<file path="src/core/seq_pkg.sv">
// What this block does
// - segment starts only on enable's valid edge
// - new selection ignored during run, accepted after
// - select bits binary, segment number is the value itself
// - no dwell inserted between segments
// - positioning complete asserted after each segment
// - enable off mid-segment: finish segment anyway
// - selection changes ignored until segment done
// - same selection reruns the same segment
// - enable edge after completion runs new segment
// - servo off: stop, complete stays low
// - direction input frozen for whole segment
package seq_pkg;
	// clock and minimum enable pulse widths
	localparam int CLK_PERIOD_NS = 4;
	localparam int SLOW_PULSE_NS = 3000000; // 3 ms
	localparam int FAST_PULSE_NS = 250000; // 0.25 ms
	// least times round up to whole cycles
	localparam int SLOW_PULSE_CYCLES = (SLOW_PULSE_NS + CLK_PERIOD_NS - 1) / CLK_PERIOD_NS;
	localparam int FAST_PULSE_CYCLES = (FAST_PULSE_NS + CLK_PERIOD_NS - 1) / CLK_PERIOD_NS;
	localparam int WIDTH_CNT_W = 20;
	// segment table geometry
	localparam int SEG_COUNT = 16;
	localparam int SEG_BITS = 4;
	localparam int DISP_W = 32;
	// register byte offsets
	localparam logic [7:0] CTRL_OFFSET = 8'h00;
	localparam logic [7:0] STATUS_OFFSET = 8'h04;
	localparam logic [7:0] REMAIN_OFFSET = 8'h08;
	localparam logic [1:0] SEG_BASE_HI = 2'h1; // table at 0x40..0x7c
	// control fields
	localparam int CTRL_ENABLE_BIT = 0;
	localparam int CTRL_RUNPOL_BIT = 1;
	localparam int CTRL_SELPOL_LSB = 2;
	localparam int CTRL_DIRPOL_BIT = 6;
	localparam int CTRL_FAST_BIT = 7;
	localparam logic [7:0] CTRL_RESET = 8'h00;
	// status fields
	localparam int STAT_BUSY_BIT = 0;
	localparam int STAT_DONE_BIT = 1;
	localparam int STAT_STOP_BIT = 2;
	localparam int STAT_SEG_LSB = 4;
	localparam int STAT_DIR_BIT = 8;
	localparam int STAT_SHORT_BIT = 9;
	// sequencer states
	typedef enum logic [1:0] {ST_IDLE, ST_LOAD, ST_RUN, ST_HALT} seq_state_t;
endpackage

</file>
<file path="src/core/seg_mem_if.sv">
// segment displacement table ports: one bus write/read side, one sequencer read
interface seg_mem_if;
	logic wEn; // bus write strobe
	logic [3:0] wAddr; // written segment index
	logic [31:0] wData; // written displacement
	logic [3:0] busAddr; // bus read index
	logic [31:0] busData; // registered bus read data
	logic [3:0] seqAddr; // sequencer read index
	logic [31:0] seqData; // registered sequencer read data
	modport user(output wEn, wAddr, wData, busAddr, seqAddr, input busData, seqData);
	modport mem(input wEn, wAddr, wData, busAddr, seqAddr, output busData, seqData);
endinterface

</file>
<file path="src/core/seg_table_mem.sv">
module seg_table_mem (
	input wire logic core_clk,
	input wire logic rst_b,
	input wire logic ce,
	seg_mem_if.mem port
);
	// displacement store, no reset: software loads it before use
	logic [seq_pkg::DISP_W-1:0] table_q [seq_pkg::SEG_COUNT];

	// write port
	always_ff @(posedge core_clk) begin
		if (ce && port.wEn) begin
			table_q[port.wAddr] <= port.wData;
		end
	end

	// two registered read ports so bus reads never stall a segment start
	always_ff @(posedge core_clk or negedge rst_b) begin
		if (!rst_b) begin
			port.busData <= 32'h0;
			port.seqData <= 32'h0;
		end else if (ce) begin
			port.busData <= table_q[port.busAddr];
			port.seqData <= table_q[port.seqAddr];
		end
	end
endmodule

</file>
<file path="src/core/di_switched_segment_sequencer.sv">
module di_switched_segment_sequencer #(
	parameter int SLOW_MIN_CYCLES = seq_pkg::SLOW_PULSE_CYCLES, // shorten in simulation
	parameter int FAST_MIN_CYCLES = seq_pkg::FAST_PULSE_CYCLES
) (
	input wire logic core_clk,
	input wire logic rst_b,
	input wire logic ce,
	input wire logic [7:0] paddr,
	input wire logic psel,
	input wire logic penable,
	input wire logic pwrite,
	input wire logic [31:0] pwdata,
	output logic [31:0] prdata,
	output logic pready,
	output logic pslverr,
	input wire logic [3:0] segment_select,
	input wire logic segment_run_enable,
	input wire logic direction_select_input,
	input wire logic servoEnable,
	input wire logic stopDone,
	output logic stepPulse,
	output logic stepDir,
	output logic positionComplete,
	output logic servoOffStop
);
	// software control and sticky flags
	logic [7:0] ctrl;
	logic shortPulse; // enable pulse narrower than the minimum
	// pin synchronisers: stage A feeds stage B only
	logic [6:0] pinSyncA;
	logic [6:0] pinSyncB;
	// sequencer state
	seq_pkg::seq_state_t state;
	logic runValidPrev;
	logic [3:0] latchedSeg;
	logic latchedDir;
	logic moveDir;
	logic [31:0] remain;
	logic [seq_pkg::WIDTH_CNT_W-1:0] widthCnt;
	// bus access phase second cycle marker
	logic rdyFlag;

	seg_mem_if memBus();

	// magnitude of a signed displacement
	function automatic logic [31:0] absDisp(input logic [31:0] d);
		absDisp = d[31] ? (~d + 32'h1) : d;
	endfunction

	// select register for a bus address
	function automatic logic hitReg(input logic [7:0] a, input logic [7:0] off);
		hitReg = (a == off);
	endfunction

	seg_table_mem u_table (
		.core_clk(core_clk),
		.rst_b(rst_b),
		.ce(ce),
		.port(memBus.mem)
	);

	// two flops on every pin except stopDone before any logic sees it
	always_ff @(posedge core_clk or negedge rst_b) begin
		if (!rst_b) begin
			pinSyncA <= 7'h00;
			pinSyncB <= 7'h00;
		end else if (ce) begin
			pinSyncA <= {servoEnable, direction_select_input, segment_run_enable, segment_select};
			pinSyncB <= pinSyncA;
		end
	end

	// polarity-corrected levels; servo enable used as is
	wire [3:0] selValid = pinSyncB[3:0] ^ ctrl[seq_pkg::CTRL_SELPOL_LSB +: 4];
	wire runValid = pinSyncB[4] ^ ctrl[seq_pkg::CTRL_RUNPOL_BIT];
	wire dirValid = pinSyncB[5] ^ ctrl[seq_pkg::CTRL_DIRPOL_BIT];
	wire servoOn = pinSyncB[6];
	wire modeOn = ctrl[seq_pkg::CTRL_ENABLE_BIT];
	// only the inactive-to-valid transition counts, never the held level
	wire runEdge = runValid & ~runValidPrev;
	wire runFall = ~runValid & runValidPrev;
	// edges while busy are dropped: the selection is frozen until done
	wire startReq = (state == seq_pkg::ST_IDLE) && runEdge && modeOn && servoOn;
	wire segDone = (state == seq_pkg::ST_RUN) && servoOn && (remain == 32'h0);
	wire stepNow = (state == seq_pkg::ST_RUN) && servoOn && (remain != 32'h0);
	// chosen minimum width for the enable input type in use
	wire [seq_pkg::WIDTH_CNT_W-1:0] minWidth = ctrl[seq_pkg::CTRL_FAST_BIT] ?
		FAST_MIN_CYCLES[seq_pkg::WIDTH_CNT_W-1:0] : SLOW_MIN_CYCLES[seq_pkg::WIDTH_CNT_W-1:0];

	// sequencer reads the live selection so data is ready the cycle after the edge
	assign memBus.seqAddr = selValid;

	// enable edge history
	always_ff @(posedge core_clk or negedge rst_b) begin
		if (!rst_b) begin
			runValidPrev <= 1'b0;
		end else if (ce) begin
			runValidPrev <= runValid;
		end
	end

	// segment sequencing
	always_ff @(posedge core_clk or negedge rst_b) begin
		if (!rst_b) begin
			state <= seq_pkg::ST_IDLE;
			latchedSeg <= 4'h0;
			latchedDir <= 1'b0;
			moveDir <= 1'b0;
			remain <= 32'h0;
		end else if (ce) begin
			case (state)
				seq_pkg::ST_IDLE: begin
					// capture selection and direction once, at the edge
					if (startReq) begin
						latchedSeg <= selValid;
						latchedDir <= dirValid;
						state <= seq_pkg::ST_LOAD;
					end
				end
				seq_pkg::ST_LOAD: begin
					// table data arrives now; start at once, no dwell
					if (!servoOn) begin
						state <= seq_pkg::ST_HALT;
					end else begin
						remain <= absDisp(memBus.seqData);
						moveDir <= memBus.seqData[31] ^ latchedDir;
						state <= seq_pkg::ST_RUN;
					end
				end
				seq_pkg::ST_RUN: begin
					// enable level is not looked at here: the segment runs out unless the servo goes off
					if (!servoOn) begin
						state <= seq_pkg::ST_HALT;
					end else if (remain == 32'h0) begin
						state <= seq_pkg::ST_IDLE;
					end else begin
						remain <= remain - 32'h1;
					end
				end
				seq_pkg::ST_HALT: begin
					// wait for the servo-off stop to finish, leftover is discarded
					if (stopDone) begin
						remain <= 32'h0;
						state <= seq_pkg::ST_IDLE;
					end
				end
				default: begin
					state <= seq_pkg::ST_IDLE;
				end
			endcase
		end
	end

	// command outputs, all registered
	always_ff @(posedge core_clk or negedge rst_b) begin
		if (!rst_b) begin
			stepPulse <= 1'b0;
			stepDir <= 1'b0;
			positionComplete <= 1'b0;
			servoOffStop <= 1'b0;
		end else if (ce) begin
			stepPulse <= stepNow;
			stepDir <= moveDir;
			servoOffStop <= (state == seq_pkg::ST_HALT && !stopDone) ||
				(state != seq_pkg::ST_IDLE && state != seq_pkg::ST_HALT && !servoOn);
			// completion held until the next start or a servo-off
			if (startReq || !servoOn) begin
				positionComplete <= 1'b0;
			end else if (segDone) begin
				positionComplete <= 1'b1;
			end
		end
	end

	// enable width check: flags pulses shorter than the input type's minimum
	always_ff @(posedge core_clk or negedge rst_b) begin
		if (!rst_b) begin
			widthCnt <= '0;
		end else if (ce) begin
			if (!runValid) begin
				widthCnt <= '0;
			end else if (widthCnt != {seq_pkg::WIDTH_CNT_W{1'b1}}) begin
				widthCnt <= widthCnt + 1'b1;
			end
		end
	end

	// bus decode
	wire hitCtrl = hitReg(paddr, seq_pkg::CTRL_OFFSET);
	wire hitStatus = hitReg(paddr, seq_pkg::STATUS_OFFSET);
	wire hitRemain = hitReg(paddr, seq_pkg::REMAIN_OFFSET);
	wire hitSeg = (paddr[7:6] == seq_pkg::SEG_BASE_HI) && (paddr[1:0] == 2'h0);
	wire mapped = hitCtrl | hitStatus | hitRemain | hitSeg;
	wire accessEnd = psel && penable && pready;
	wire wrEnd = accessEnd && pwrite && mapped;
	// status word built from live state
	wire [31:0] statusWord = {22'h0, shortPulse, latchedDir, latchedSeg, 1'b0,
		(state == seq_pkg::ST_HALT), positionComplete, (state != seq_pkg::ST_IDLE)};
	wire [31:0] readMux = hitCtrl ? {24'h0, ctrl} :
		hitStatus ? statusWord :
		hitRemain ? remain :
		hitSeg ? memBus.busData : 32'h0;

	// a set in the same cycle as a write-one clear wins
	wire shortSet = runFall && (widthCnt < minWidth);
	wire shortClr = wrEnd && hitStatus && pwdata[seq_pkg::STAT_SHORT_BIT];

	// table write and bus-side read index
	assign memBus.wEn = wrEnd && hitSeg;
	assign memBus.wAddr = paddr[5:2];
	assign memBus.wData = pwdata;
	assign memBus.busAddr = paddr[5:2];
	// two-cycle access phase: first cycle loads prdata, second answers
	assign pready = rdyFlag && ce;
	assign pslverr = pready && !mapped;

	// bus access timing and read data
	always_ff @(posedge core_clk or negedge rst_b) begin
		if (!rst_b) begin
			rdyFlag <= 1'b0;
			prdata <= 32'h0;
		end else if (ce) begin
			rdyFlag <= psel && penable && !rdyFlag;
			if (psel && penable && !rdyFlag) begin
				prdata <= pwrite ? 32'h0 : readMux;
			end
		end
	end

	// control register and sticky flag
	always_ff @(posedge core_clk or negedge rst_b) begin
		if (!rst_b) begin
			ctrl <= seq_pkg::CTRL_RESET;
			shortPulse <= 1'b0;
		end else if (ce) begin
			if (wrEnd && hitCtrl) begin
				ctrl <= pwdata[7:0];
			end
			if (shortSet) begin
				shortPulse <= 1'b1;
			end else if (shortClr) begin
				shortPulse <= 1'b0;
			end
		end
	end
endmodule

</file>
<file path="config.mk">
export PLATFORM = sky130hd
export DESIGN_NAME = di_switched_segment_sequencer
export DESIGN_NICKNAME = d
export VERILOG_FILES = /design/src/core/seq_pkg.sv /design/src/core/seg_mem_if.sv /design/src/core/seg_table_mem.sv /design/src/core/di_switched_segment_sequencer.sv
export SDC_FILE = /design/constraint.sdc
export NUM_CORES = 1
export LEC_CHECK = 0
export BUFFER_PORTS_ARGS = -buffer_cell sky130_fd_sc_hd__buf_2
export CAP_MARGIN = 0
export CORE_MARGIN = 2
export CORE_UTILIZATION = 55
export CTS_BUF_LIST = sky130_fd_sc_hd__clkbuf_8
export DETAILED_ROUTE_END_ITERATION = 8
export PLACE_DENSITY = 0.81
export RECOVER_POWER = 100
export SLEW_MARGIN = 15
export SYNTH_ARGS = -nofsm -noshare
export SYNTH_HDL_FRONTEND = slang
export SYNTH_SLANG_ARGS = --single-unit
</file>
<file path="constraint.sdc">
create_clock -name core_clk -period 5.9 [get_ports core_clk]
set_input_delay 0.295 -clock core_clk [delete_from_list [all_inputs] [get_ports core_clk]]
set_output_delay 0.295 -clock core_clk [all_outputs]
set_load 0.01 [all_outputs]
</file>
======== Yosys cells after proc, flatten, opt, wreduce, memory -nomap -nowiden ========
Memory sizes are Yosys's and may differ from the RTL's. A register that Yosys moved wholly into a read port is not among the register bits.
Index checks and enable logic that the tools add are counted.
cells by class
  order comparisons ....................... 1
  mux-type cells .......................... 26
  reduce and logical (&&, ||, !) cells .... 49
  bitwise gates (word level) .............. 12
  equal/unequal tests ..................... 15
  add/sub/neg operators ................... 3
operators by type and width
  operator                 number
  $mux W32                 10
  $pmux W32 S3             1
  $mux W20                 3
  $add A32 B1 Y32 const B  1
  $logic_not A32 Y1        1
  $not A32 Y32             1
  $reduce_bool A32 Y1      1
  $sub A32 B1 Y32 const B  1
  $logic_and A1 B1 Y1      23
  $add A20 B1 Y20 const B  1
  $lt A20 B20 Y1           1
  $ne A20 B20 Y1 const B   1
  $ne A2 B2 Y1 const B     6
  $reduce_and A2 Y1        5
  $eq A8 B3 Y1 const B     1
  $eq A8 B4 Y1 const B     1
  $logic_not A8 Y1         1
  $mux W2                  4
  $pmux W2 S4              1
  $mux W1                  7
  $logic_not A1 Y1         6
  $reduce_and A3 Y1        2
  $reduce_and A6 Y1        1
  $reduce_bool A2 Y1       3
  13 further kinds         23
storage, ports and cells
  memory bits (writable) .................. 512
  register bits ........................... 121
  memories kept ........................... 1
  output and inout bits ................... 38
  bits of input ports ..................... 54
  logic and storage cells ................. 124
memories
  memory           words  width  rd ports  clocked after memory_dff  write ports  line                source
  u_table.table_q  16     32     2         2                         1            seg_table_mem.sv:8  logic [seq_pkg::DISP_W-1:0] table_q [seq_pkg::SEG_COUNT];

======== Logic depth before layout (Yosys ltp) ========
  depth after elaboration ................. 9
  gate-level depth with buffers ........... 10
  depth with buffers taken out ............ 8

======== Cells and area by module ========
Synthesis repeated with hierarchy kept, for this count alone.
second synthesis, totals
  cell total of the unflattened synthesis .. 2020
  area total of the unflattened synthesis .. 32707.6 sq um
by module, submodules not included
  module                         cells an instance  times used  seq. area each (sq um)  area an instance (sq um)
  seg_table_mem                  1219               1           16976.3                 25421.9
  di_switched_segment_sequencer  801                1           3027.9                  7285.7

======== Worst setup path before layout ========
Ideal clock, no wire load.
  kind .................................... input to register
  from .................................... in paddr[2]
  to ...................................... mem u_table.table_q[3][0] (netlist name) (enable)
  required time ........................... 5.439 ns
  stages on the path ...................... 6
  path slack .............................. 1.641 ns
  data arrival time ....................... 3.798 ns
  path through ............................ buf_2 -> clkbuf_1 -> buf_2 -> buf_1 -> nand3_1 -> nor3_1
between the ends
  cells in the longest elaborated chain, start to end .. 9
  elaborated cells on any way between the ends .. 11
  those cells by class .................... 2 x eq/ne; 2 x mux; 3 x bitwise; 4 x reduce/logical
RTL lines
  item                                              line                                  source
  from (decl)                                       di_switched_segment_sequencer.sv:8    input wire logic [7:0] paddr,
  $eq A8 B3 Y1 or $logic_not A8 Y1 (tied branches)  di_switched_segment_sequencer.sv:52   hitReg = (a == off);
  $or A1 B1 Y1 (3 in series)                        di_switched_segment_sequencer.sv:193  wire mapped = hitCtrl | hitStatus | hitRemain | hitSeg;
  $logic_and A1 B1 Y1                               di_switched_segment_sequencer.sv:195  wire wrEnd = accessEnd && pwrite && mapped;
  $logic_and A1 B1 Y1                               di_switched_segment_sequencer.sv:209  assign memBus.wEn = wrEnd && hitSeg;
  $logic_and A1 B1 Y1                               seg_table_mem.sv:12                   if (ce && port.wEn) begin
  $mux W1                                           seg_table_mem.sv:12
  $mux W1 (implied by the code)                     seg_table_mem.sv:13                   table_q[port.wAddr] <= port.wData;
  to (decl)                                         seg_table_mem.sv:8
Parallel ways exist; a longest one is shown, timed or not.

======== Worst setup path after layout ========
  from .................................... in ce
  to ...................................... mem u_table.table_q[0][27] (netlist name) (enable)
between the ends
  cells in the longest elaborated chain, start to end .. 8
RTL lines
  item                               line                                  source
  from (decl)                        di_switched_segment_sequencer.sv:7    input wire logic ce,
  $logic_and A1 B1 Y1                di_switched_segment_sequencer.sv:214  assign pready = rdyFlag && ce;
  $logic_and A1 B1 Y1                di_switched_segment_sequencer.sv:194  wire accessEnd = psel && penable && pready;
  $logic_and A1 B1 Y1 (2 in series)  di_switched_segment_sequencer.sv:195
  $logic_and A1 B1 Y1                di_switched_segment_sequencer.sv:209
  $logic_and A1 B1 Y1 *              seg_table_mem.sv:12
  $mux W1 *                          seg_table_mem.sv:12
  $mux W1 (implied by the code) *    seg_table_mem.sv:13
Every way passes the cells marked *; elsewhere a longest branch is shown, timed or not.

==> impl_metrics.ini <==
[grt]
grt_antenna_before_repair = 5
grt_max_degree = 115
overflow = 0
grt_pass1_wl_mm = 130
grt_pass1_vias = 21300
track_usage = 0.285

[timing]
slew_viol_final = 640
worstMarginPinSlew_ns = 3.20
setup_viol_count_final = 0
fmax_ghz = 0.208
layout_setup_ws_ns = 1.09
rsz0062_at_grt = false
fin_skew_ns = 0.0548
period_needed_ns = 4.81
finalSetupTns_ns = 0
min_period_over_period = 0.815
hold_viol = 0
max_slew_margin = -1.14

[floorplan]
start_util = 0.556
core_um2 = 59000
ios = 92
die_h_um = 248
dieArea_um2 = 61700
num_rows = 89
dieWidth_um = 248

[worst_setup_path]
path_class = in2reg
end_kind = flop
critPathArrivalTime_ns = 5.05
r2r_slack_ns = 1.29
cp_max_fo = 41
worstPathRequired_ns = 6.14
startpoint_type = input pin

[power_and_ir_drop]
switching_share = 0.294
intPower_mw = 8.52
p_switching_mw = 3.54
pwr-share-clk = 0.330
ir_drop_v = 0.000282
p_leak_nw = 12.5
combPwrFrac = 0.177
p_per_area_nw_per_um2 = 331
power_frac_seq = 0.493
power.total_mw = 12.1

[worst_hold_path]
hold_class = in2reg

[cells_and_area]
syn_to_final_growth_pct = 10.9
layout.cells.non_filler = 3096
drive_gt1_frac = 0.234
n_fill_cell = 4138
final_core_util = 0.617
fin_nets = 2300

[routing]
ant_nets = 0
firstDrtPassIters = 5
first_iter_violations = 2869
vias_per_cell = 6.87
wl_per_cell_um = 28.2
vias = 21300
route.detailed.drc = 0
drt_wl_total_mm = 87.3

[place]
port_buffers = 91
dp_hpwl_mm = 54.4
place_inst = 2854
dp_slack_ns = 1.87
gp_congestion = 0.915

[clock_network]
cts_resized = 0
clk_latency_ns = 0.75
numCtsBuffers = 106
clock-sinks = 697
cts_max_level = 3
postCtsSetupBuffers = 0
root_buffer = clkbuf_8
ctsLongestPathBuffers = 3
path_clk_slew_ns = 0.06
cts_tree = built

[synth]
synth-edff-count = 512
avgSynthCellArea_um2 = 15.6
ys_types = 78
ys_ff_latch = 697
syn_nets = 2168
ys.flop_type = edfxtp_1
synth_area_leader_cell = edfxtp_1
synth_top_cells_by_area = edfxtp_1 (47%), mux4_2 (18%), dfrtp_1 (14%)
synthArstFlopShare = 0.265
syn_inst = 2098
yosysSeqAreaShare = 0.609
synth_area_um2 = 32800
yosys_warnings = 0
synth_top_area_frac = 0.468

[run]
cap_violations = 20

[outcome]
failed_checks = max-capacitance violations, max-slew violations
outcome = finished, violations left
[critical path: stages]
cell	delay, ns
buf_4	0.45
inv_1	0.60
nor2_1	0.31
nand4_1	0.31
or4_1	0.60
nor3_2	0.16
clkbuf_1	2.29
[cell usage after synthesis, types with 4 or more instances]
library cell,n
a21oi_1,32
o21ai_1,5
a22o_1,9
mux2_2,58
or4_1,12
xor2_1,11
buf_6,4
nand4b_1,6
and2_1,4
nand2_1,214
o21ai_0,77
nand4_1,16
clkbuf_1,84
o2111ai_1,24
a22oi_1,36
buf_2,34
inv_1,36
a32oi_1,4
xnor2_1,37
mux4_2,256
o41ai_1,4
o211ai_1,9
a31oi_1,4
buf_4,10
buf_1,18
nor4_1,15
nor4b_1,5
o221ai_1,30
mux2i_1,41
or3_1,7
ha_1,16
o31ai_1,19
nor2_1,55
nand3_1,93
and3_1,10
nor3_1,24
a221o_1,5
o2111a_1,8
dfrtp_1,185
edfxtp_1,512
nor2b_1,5
nand2b_1,7
[kinds of logic (layout without fill, tap and decap cells)]
family | Yosys count | after routing | synth area share
flops | 697 | 697 | 0.609
simple gates | 496 | 496 | 0.0739
mux | 355 | 355 | 0.208
compound gates | 300 | 300 | 0.0651
buf+inv | 186 | 410 | 0.0246
xor+xnor | 48 | 48 | 0.0128
fa+ha+maj | 16 | 16 | 0.00610
other cells | 0 | 1 | 0
[routing by layer]
metal,global-route usage,share of wire,up-vias
met4,0.117,0.037,6
li1,-,-,8753
met5,0,0.00033,-
met2,0.442,0.47,1561
met3,0.0807,0.13,265
met1,0.385,0.36,10700
[worst paths after layout]
check,to,start,cells after the start
setup / recovery,u_table.table_q[0][27]$_DFFE_PP_,ce,7
hold / removal,servoOffStop$_DFFE_PN0P_,stopDone,4
setup reg to reg,remain[26]$_DFFE_PN0P_,remain[15]$_DFFE_PN0P_,6
hold reg to reg,prdata[11]$_DFFE_PN0P_,prdata[11]$_DFFE_PN0P_,2
max in group asynchronous,u_table.port.seqData[14]$_DFFE_PN0P_,rst_b,3
min in group asynchronous,widthCnt[5]$_DFFE_PN0P_,rst_b,2
[cell type report]
cell class	instances	area [um^2]	area share
Sequential cell	697	20000	0.549
Multi-Input combinational cell	1215	12100	0.332
Tap cell	773	967	0.0266
Clock inverter	75	429	0.0118
Timing Repair Buffer	174	1060	0.0290
Antenna cell	1	2.50	0.0000687
Inverter	36	135	0.00371
Clock buffer	125	1720	0.0472
[stage by stage]
step,hold slack [ns],area (um^2)
CTS,0.0285,36700
finish,0.0567,36400
floorplan,-0.000591,32800
global route,0.108,36400
global placement,0.352,34100
detailed placement,0.357,34100
[state kept, by name (all words and copies together) (netlist names), 2 cells and up]
signal / flops
state: 2
u_table.port.busData: 32
pinSyncB: 7
remain: 32
widthCnt: 20
prdata: 32
ctrl: 8
u_table.table_q: 512
u_table.port.seqData: 32
latchedSeg: 4
pinSyncA: 7
[power by group through the flow]
stage / logic, mW / registers (mW) / clock network, mW
after global placement: 1.99 / 6.00 / 0
after detailed placement: 2.07 / 6.02 / 0
after CTS: 2.10 / 5.93 / 4.02
after floorplan: 1.58 / 5.82 / 0
after global routing: 2.29 / 5.98 / 4.24
final: 2.13 / 5.95 / 3.98
[repair_timing]
action / in CTS / in global routing
endpoints found under the setup margin: 0 / 0
hold buffers: 41 / 0
hold endpoints to repair: 568 / 0
[layout by cell type (no fill, tap or decap), types with 6 or more instances in the layout]
master,n
nand4_1,16
a22o_1,9
o21ai_0,81
o31ai_1,19
clkbuf_8,126
nor4_1,16
a22oi_1,36
or3_1,7
nand4b_1,6
and3_1,10
nand2b_1,7
nor3_1,23
nor2_1,48
buf_4,24
o211ai_1,9
mux2_2,56
clkbuf_1,82
clkbuf_2,8
xnor2_1,35
or4_1,12
nand2_1,213
edfxtp_1,512
dlygate4sd3_1,41
o221ai_1,30
dfrtp_1,185
mux4_2,256
clkinv_1,8
nand3_1,93
mux2i_1,41
inv_1,82
buf_2,17
o2111ai_1,24
a21oi_1,32
ha_1,16
clkinv_2,10
xor2_1,9
o2111a_1,8
Power figures use the tool's default switching activity.
